### src/bbsp_pkg.sv
// Package: timing constants and carrier types for the static memory host port
package bbsp_pkg;
  localparam int CLK_PERIOD_NS = 10;
  localparam int ADDR_W = 13;
  localparam int DATA_W = 8;
  // Read timing
  localparam int ADDRESS_ACCESS_TIME_NS = 100;
  localparam int SELECT_ACCESS_TIME_NS = 100;
  localparam int OUTPUT_ACCESS_TIME_NS = 50;
  localparam int SELECT_FLOAT_TIME_NS = 50;
  localparam int OUTPUT_FLOAT_TIME_NS = 40;
  localparam int CYCLE_TIME_NS = 100;
  // Write timing
  localparam int STROBE_WIDTH_NS = 80;
  localparam int ADDR_TO_END_NS = 80;
  localparam int DATA_SETUP_STROBE_NS = 50;
  localparam int DATA_HOLD_STROBE_NS = 5;
  localparam int STROBE_ADDRESS_HOLD_NS = 10;
  localparam int WRITE_FLOAT_TIME_NS = 50;
  localparam int RECOVERY_TIME_NS = 200;
  // Derived cycle counts, least times rounded up
  localparam int READ_CYC = (ADDRESS_ACCESS_TIME_NS + CLK_PERIOD_NS - 1) / CLK_PERIOD_NS;
  localparam int FLOAT_CYC = (SELECT_FLOAT_TIME_NS + CLK_PERIOD_NS - 1) / CLK_PERIOD_NS;
  localparam int STROBE_CYC = (STROBE_WIDTH_NS + CLK_PERIOD_NS - 1) / CLK_PERIOD_NS;
  localparam int HOLD_CYC = (STROBE_ADDRESS_HOLD_NS + CLK_PERIOD_NS - 1) / CLK_PERIOD_NS;
  localparam int CYCLE_CYC = (CYCLE_TIME_NS + CLK_PERIOD_NS - 1) / CLK_PERIOD_NS;
  localparam int RECOVERY_CYC = (RECOVERY_TIME_NS + CLK_PERIOD_NS - 1) / CLK_PERIOD_NS;
  localparam logic [7:0] CNT_ZERO = 8'h00;

  typedef enum logic [1:0] {
    SUPPLY_NORMAL,
    SUPPLY_DESELECT,
    SUPPLY_BATTERY
  } bbsp_supply_t;

  typedef struct packed {
    logic wr;
    logic [ADDR_W-1:0] addr;
    logic [DATA_W-1:0] wdata;
  } bbsp_req_t;

  typedef struct packed {
    logic sel_n;
    logic oe_n;
    logic we_n;
    logic [ADDR_W-1:0] addr;
  } bbsp_pins_t;
endpackage

### src/bbsp_host.sv
// Host controller driving the battery-backed static memory through its pins
`timescale 1ns/1ns
module bbsp_host (
  input wire logic CLK_I, // 100 MHz clock
  input wire logic NRST_I, // Synchronous reset, active low
  input wire logic REQ_VALID_I, // Access request
  output logic REQ_READY_O, // Request accepted
  input wire bbsp_pkg::bbsp_req_t REQ_I, // Request type, address, write data
  output logic RSP_VALID_O, // Access done, one-cycle pulse
  output logic [bbsp_pkg::DATA_W-1:0] RSP_RDATA_O, // Read data
  output logic RSP_ERR_O, // Access aborted by power failure
  input wire bbsp_pkg::bbsp_supply_t SUPPLY_I, // Supply state
  output bbsp_pkg::bbsp_pins_t MEM_PINS_O, // Select, enables, address
  input wire logic [bbsp_pkg::DATA_W-1:0] DATA_BUS_I, // Data bus level in
  output logic [bbsp_pkg::DATA_W-1:0] DATA_BUS_O, // Data bus drive value
  output logic DATA_BUS_OE_O // Data bus output enable
);
  typedef enum logic [2:0] {
    ST_RECOVER,
    ST_IDLE,
    ST_READ,
    ST_WRITE,
    ST_WHOLD,
    ST_GAP
  } bbsp_state_t;

  bbsp_state_t state_q, state_d;
  logic [7:0] cnt_q, cnt_d;
  bbsp_pkg::bbsp_pins_t pins_q, pins_d;
  logic [bbsp_pkg::DATA_W-1:0] wdata_q, wdata_d;
  logic [bbsp_pkg::DATA_W-1:0] rdata_q, rdata_d;
  logic oe_q, oe_d;
  logic rsp_q, rsp_d;
  logic err_q, err_d;

  // ==========================================================================
  // Decode
  // ==========================================================================
  wire logic supply_ok = (SUPPLY_I == bbsp_pkg::SUPPLY_NORMAL);
  wire logic cnt_done = (cnt_q == bbsp_pkg::CNT_ZERO);
  wire logic [7:0] cnt_dec = cnt_q - 8'h01;
  wire logic take = REQ_VALID_I && (state_q == ST_IDLE) && supply_ok;
  // Access in flight that a supply fault would cut
  wire logic in_access = state_q inside {ST_READ, ST_WRITE, ST_WHOLD};
  wire bbsp_pkg::bbsp_pins_t pins_idle = '{sel_n: 1'b1, oe_n: 1'b1, we_n: 1'b1, addr: pins_q.addr};

  assign REQ_READY_O = (state_q == ST_IDLE) && supply_ok;

  // ==========================================================================
  // Sequencer
  // ==========================================================================
  always_comb begin
    state_d = state_q;
    cnt_d = cnt_done ? cnt_q : cnt_dec;
    pins_d = pins_q;
    wdata_d = wdata_q;
    rdata_d = rdata_q;
    oe_d = oe_q;
    rsp_d = 1'b0;
    err_d = err_q;
    if (!supply_ok) begin
      // Deselect and float at once; abort any access in flight
      pins_d = pins_idle;
      oe_d = 1'b0;
      if (in_access) begin
        rsp_d = 1'b1;
        err_d = 1'b1;
      end
      state_d = ST_RECOVER;
      cnt_d = 8'(bbsp_pkg::RECOVERY_CYC);
    end else begin
      unique case (state_q)
        ST_RECOVER: begin
          if (cnt_done) begin
            state_d = ST_IDLE;
          end
        end
        ST_IDLE: begin
          if (take) begin
            err_d = 1'b0;
            pins_d.addr = REQ_I.addr;
            pins_d.sel_n = 1'b0;
            wdata_d = REQ_I.wdata;
            if (REQ_I.wr) begin
              // Select low first, strobe next cycle
              pins_d.oe_n = 1'b1;
              state_d = ST_WRITE;
              cnt_d = 8'(bbsp_pkg::STROBE_CYC);
            end else begin
              pins_d.oe_n = 1'b0;
              pins_d.we_n = 1'b1;
              state_d = ST_READ;
              cnt_d = 8'(bbsp_pkg::READ_CYC - 1);
            end
          end
        end
        ST_READ: begin
          if (cnt_done) begin
            // Sample only after all access times elapsed
            rdata_d = DATA_BUS_I;
            rsp_d = 1'b1;
            pins_d = pins_idle;
            state_d = ST_GAP;
            cnt_d = 8'(bbsp_pkg::FLOAT_CYC - 1);
          end
        end
        ST_WRITE: begin
          if (pins_q.we_n) begin
            pins_d.we_n = 1'b0;
            oe_d = 1'b1;
          end else if (cnt_done) begin
            pins_d.we_n = 1'b1;
            state_d = ST_WHOLD;
            cnt_d = 8'(bbsp_pkg::HOLD_CYC - 1);
          end
        end
        ST_WHOLD: begin
          if (cnt_done) begin
            // Data and address held past strobe rise
            pins_d.sel_n = 1'b1;
            oe_d = 1'b0;
            rsp_d = 1'b1;
            state_d = ST_GAP;
            cnt_d = 8'(bbsp_pkg::HOLD_CYC - 1);
          end
        end
        ST_GAP: begin
          if (cnt_done) begin
            state_d = ST_IDLE;
          end
        end
        default: begin
          state_d = ST_IDLE;
        end
      endcase
    end
  end

  // ==========================================================================
  // Registers
  // ==========================================================================
  // Sequencer state and cycle counter
  always_ff @(posedge CLK_I) begin
    if (!NRST_I) begin
      state_q <= ST_RECOVER;
      cnt_q <= 8'(bbsp_pkg::RECOVERY_CYC);
    end else begin
      state_q <= state_d;
      cnt_q <= cnt_d;
    end
  end

  // Pins parked deselected after reset
  always_ff @(posedge CLK_I) begin
    if (!NRST_I) begin
      pins_q <= '{sel_n: 1'b1, oe_n: 1'b1, we_n: 1'b1, addr: '0};
    end else begin
      pins_q <= pins_d;
    end
  end

  // Write data and bus drive enable
  always_ff @(posedge CLK_I) begin
    if (!NRST_I) begin
      wdata_q <= 8'h00;
      oe_q <= 1'b0;
    end else begin
      wdata_q <= wdata_d;
      oe_q <= oe_d;
    end
  end

  // Response pulse, read data and abort flag
  always_ff @(posedge CLK_I) begin
    if (!NRST_I) begin
      rdata_q <= 8'h00;
      rsp_q <= 1'b0;
      err_q <= 1'b0;
    end else begin
      rdata_q <= rdata_d;
      rsp_q <= rsp_d;
      err_q <= err_d;
    end
  end

  // ==========================================================================
  // Outputs
  // ==========================================================================
  // Data outputs straight from flip-flops
  assign MEM_PINS_O = pins_q;
  assign DATA_BUS_O = wdata_q;
  assign DATA_BUS_OE_O = oe_q;
  assign RSP_VALID_O = rsp_q;
  assign RSP_RDATA_O = rdata_q;
  assign RSP_ERR_O = err_q;
endmodule // bbsp_host

### config.mk
export PLATFORM = sky130hd
export DESIGN_NAME = bbsp_host
export DESIGN_NICKNAME = d
export VERILOG_FILES = /design/src/bbsp_pkg.sv /design/src/bbsp_host.sv
export SDC_FILE = /design/constraint.sdc
export NUM_CORES = 1
export LEC_CHECK = 0
export ABC_AREA = 1
export BUFFER_PORTS_ARGS = -buffer_cell sky130_fd_sc_hd__buf_2
export CAP_MARGIN = 20
export CORE_MARGIN = 5
export CORE_UTILIZATION = 42
export CTS_BUF_LIST = sky130_fd_sc_hd__clkbuf_16
export CTS_CLUSTER_SIZE = 24
export DETAILED_ROUTE_END_ITERATION = 6
export GPL_ROUTABILITY_DRIVEN = 0
export PLACE_DENSITY_LB_ADDON = 0.2
export SLEW_MARGIN = 20
export SYNTH_ARGS = -nofsm -noshare
export SYNTH_HDL_FRONTEND = slang
export SYNTH_SLANG_ARGS = --single-unit
### constraint.sdc
create_clock -name CLK_I -period 1.4 [get_ports CLK_I]
set_input_delay 0.21 -clock CLK_I [delete_from_list [all_inputs] [get_ports CLK_I]]
set_output_delay 0.21 -clock CLK_I [all_outputs]
set_load 0.005 [all_outputs]
==> flow_metrics.tcl <==
set metrics [dict create \
    startpoint "state_q[1]" \
    powerDensity_nw_per_um2 916 \
    coreArea_um2 5110 \
    synth_cell_types 32 \
    clk_latency_ps 280 \
    syn_inst 280 \
    die_w_um 82.5 \
    finalCritPeriodShare 1.04 \
    start_kind "flop" \
    routed-via-count 2157 \
    place_hpwl_um 3910 \
    violations "negative setup slack" \
    port_buffers 70 \
    cts_tree "done" \
    critical_path_class "reg -> reg" \
    period_minus_slack_ps 1460 \
    power_leakage_nw 1.36 \
    yosysSeqAreaShare 0.417 \
    placedCellCount 418 \
    drt_pass1_iterations 5 \
    antennaDiodeCount 0 \
    final_cells 442 \
    crit_path_end_kind "flop" \
    rsz0062_at_grt "yes" \
    required_ps 1580 \
    synth_warnings 0 \
    worstReg2RegStart "state_q[1]" \
    clkTransAtPathRegs_ps 60 \
    ios 71 \
    cts_buffers 5 \
    ctsHtreeMaxLevel 2 \
    clock_path_buffers 2 \
    met3_usage 0.0358 \
    cts-root-buf "clkbuf_16" \
    fillCellCount 458 \
    tightest_slew_ps 454 \
    grt_pass1_vias 2015 \
    use_met1 0.209 \
    grt_max_degree 28 \
    drive_gt1_frac 0.425 \
    maxSlewHeadroom 0.696 \
    clock_skew_ps 2.87 \
    setup_slack_ps -62.9 \
    synth_area_um2 2210 \
    antenna_left 0 \
    status "finished, violations left" \
    fmax_mhz 684 \
    hold_start "REQ_I[5]" \
    syn_area_per_cell_um2 7.88 \
    finalSetupViolCount 2 \
    grt.busiest_layer "met2" \
    grt_util_all_layers 0.166 \
    critPathMaxFanout 4 \
    area_growth_pct 39.4 \
    syn_nets 317 \
    synth-seq-cells 46 \
    cp.arrival_ps 1640 \
    via_per_inst 4.88 \
    grt-ovfl-total 0 \
    max-vdd-ir-drop_mv 0.635 \
    die_h_um 82.5 \
    antenna_found_initial 0 \
    wire_per_inst_um 13.6 \
    hold_slack_ps 195 \
    maxCapViolations 0 \
    initial_utilization 0.432 \
    drt-initial-drc-count 88 \
    hp-class "in -> reg" \
    hold_violations 0 \
    drt_wl_total_um 6020 \
    reg2reg_slack_ps -60 \
    maxSlewViolCount 0 \
    dp_slack_ps -27.7 \
    num_rows 26 \
    cts_sinks 46 \
    grt_use_met2 0.282 \
    drc 0 \
    dieArea_um2 6800 \
    grt_first_pass_wirelength_um 8830 \
    nets 408 \
]
## routing by layer
metal  part of all wire  vias to the layer above
met4              0.021                        0
met1               0.41                      984
met5                  0                        -
li1                   -                     1092
met3              0.066                       10
met2               0.50                       71
## registers in the layout, indices dropped and copies added, names as in the netlist
signal         flops
DATA_BUS_O         8
RSP_VALID_O        1
DATA_BUS_OE_O      1
MEM_PINS_O        16
RSP_ERR_O          1
state_q            3
RSP_RDATA_O        8
cnt_q              8
## cells in the final DEF, fill, tap and decap left out, types with 2 or more instances in the layout
master,count
a21oi_1,32
inv_2,12
nand3_4,3
nor2_4,3
o21ai_0,2
nor2_1,14
clkbuf_16,5
o21ai_1,9
inv_4,2
dfxtp_1,42
nor2_8,2
nand3_1,35
a21oi_2,5
dfxtp_2,4
ha_4,2
nand2_1,49
xor2_1,6
buf_2,70
inv_1,19
nand2_4,7
nor2_2,3
a21oi_4,2
buf_6,2
nand2_8,2
nand3_2,4
nand2_2,4
buf_4,19
## through the flow
stage | utilization | total power, mW | TNS, ps | cell area (um2)
6_report | 0.602 | 2.82 | -68.6 | 3080
3_5_place_dp | 0.519 | 1.51 | -27.7 | 2650
3_3_place_gp | 0.519 | 1.51 | 0 | 2650
5_1_grt | 0.602 | 2.91 | -549 | 3080
2_1_floorplan | - | 1.43 | -31.0 | 2230
4_1_cts | 0.572 | 2.83 | -5.08 | 2920
## power by group
part | internal (mW) | switching [mW]
sequential | 1.31 | 0.00367
clock | 0.836 | 0.489
combinational | 0.0792 | 0.0973
## final cells by class
class	count	area [um2]	area share
well taps	70	87.6	0.0285
multi-input cells	191	1190	0.388
inverters	34	134	0.0435
clock buffers	5	125	0.0407
clock inverters	3	41.3	0.0134
repair buffers	93	568	0.185
flip-flops and latches	46	926	0.301
## worst paths after layout
| kind | cells past startpoint | endpoint |
|---|---|---|
| worst max-delay path | 8 | state_q[2] |
| worst min-delay path | 3 | DATA_BUS_O[5] |
| worst max register to register | 8 | state_q[2] |
| worst min register to register | 2 | RSP_RDATA_O[4] |
## cells in the mapped netlist
cell      number  area, um2
o21ai_2        1       8.76
nand2_1       53        199
nand2_4        5       56.3
ha_1           2       25.0
nand4_1        1       6.26
nor3_1         1       5.00
a221oi_1       1       8.76
a21oi_4        2       32.5
a22oi_1        1       7.51
xor2_1         6       52.6
nand3_4        2       35.0
o21ai_0        9       45.0
inv_2          9       33.8
clkinv_1       1       3.75
clkinv_2       1       5.00
nor2_1        14       52.6
clkbuf_1       5       18.8
nand2_2        3       18.8
o21bai_1       1       7.51
nand3_2        2       20.0
inv_4          2       12.5
and2_4         1       8.76
nor2_8         2       40.0
o21ai_1        2       10.0
nand3_1       37        185
inv_1         21       78.8
a21oi_2        1       8.76
buf_6          6       67.6
nor2_2         3       18.8
nor2_4         3       33.8
a21oi_1       36        180
dfxtp_1       46        921
## repair_timing
item,4_1_cts,5_1_grt
hold endpoints to repair,0,0
hold buffers,0,0
endpoints found under the setup margin,5,25
setup buffers,6,7
cloned,2,1
pin swaps,5,9
resized for setup,6,28
## critical path, stage by stage, from the launching register on
cell     delay, ps
dfxtp_2        360
inv_2           60
buf_4          140
nand3_1        170
inv_1          140
nor2_1         200
nand4_1        150
nand2_1        100
nor2_2          30
## kinds of logic (layout without fill, tap and decap cells)
group / Yosys count / in the layout / synth area share
buffers and inverters: 45 / 135 / 0.0998
AOI/OAI and AO/OA: 54 / 54 / 0.140
adders and majority gates: 2 / 2 / 0.0113
and+or+nand+nor: 127 / 129 / 0.308
xor gates and xnor gates: 6 / 6 / 0.0238
DFF: 46 / 46 / 0.417
No activity file was read; power rests on OpenSTA's default activity.
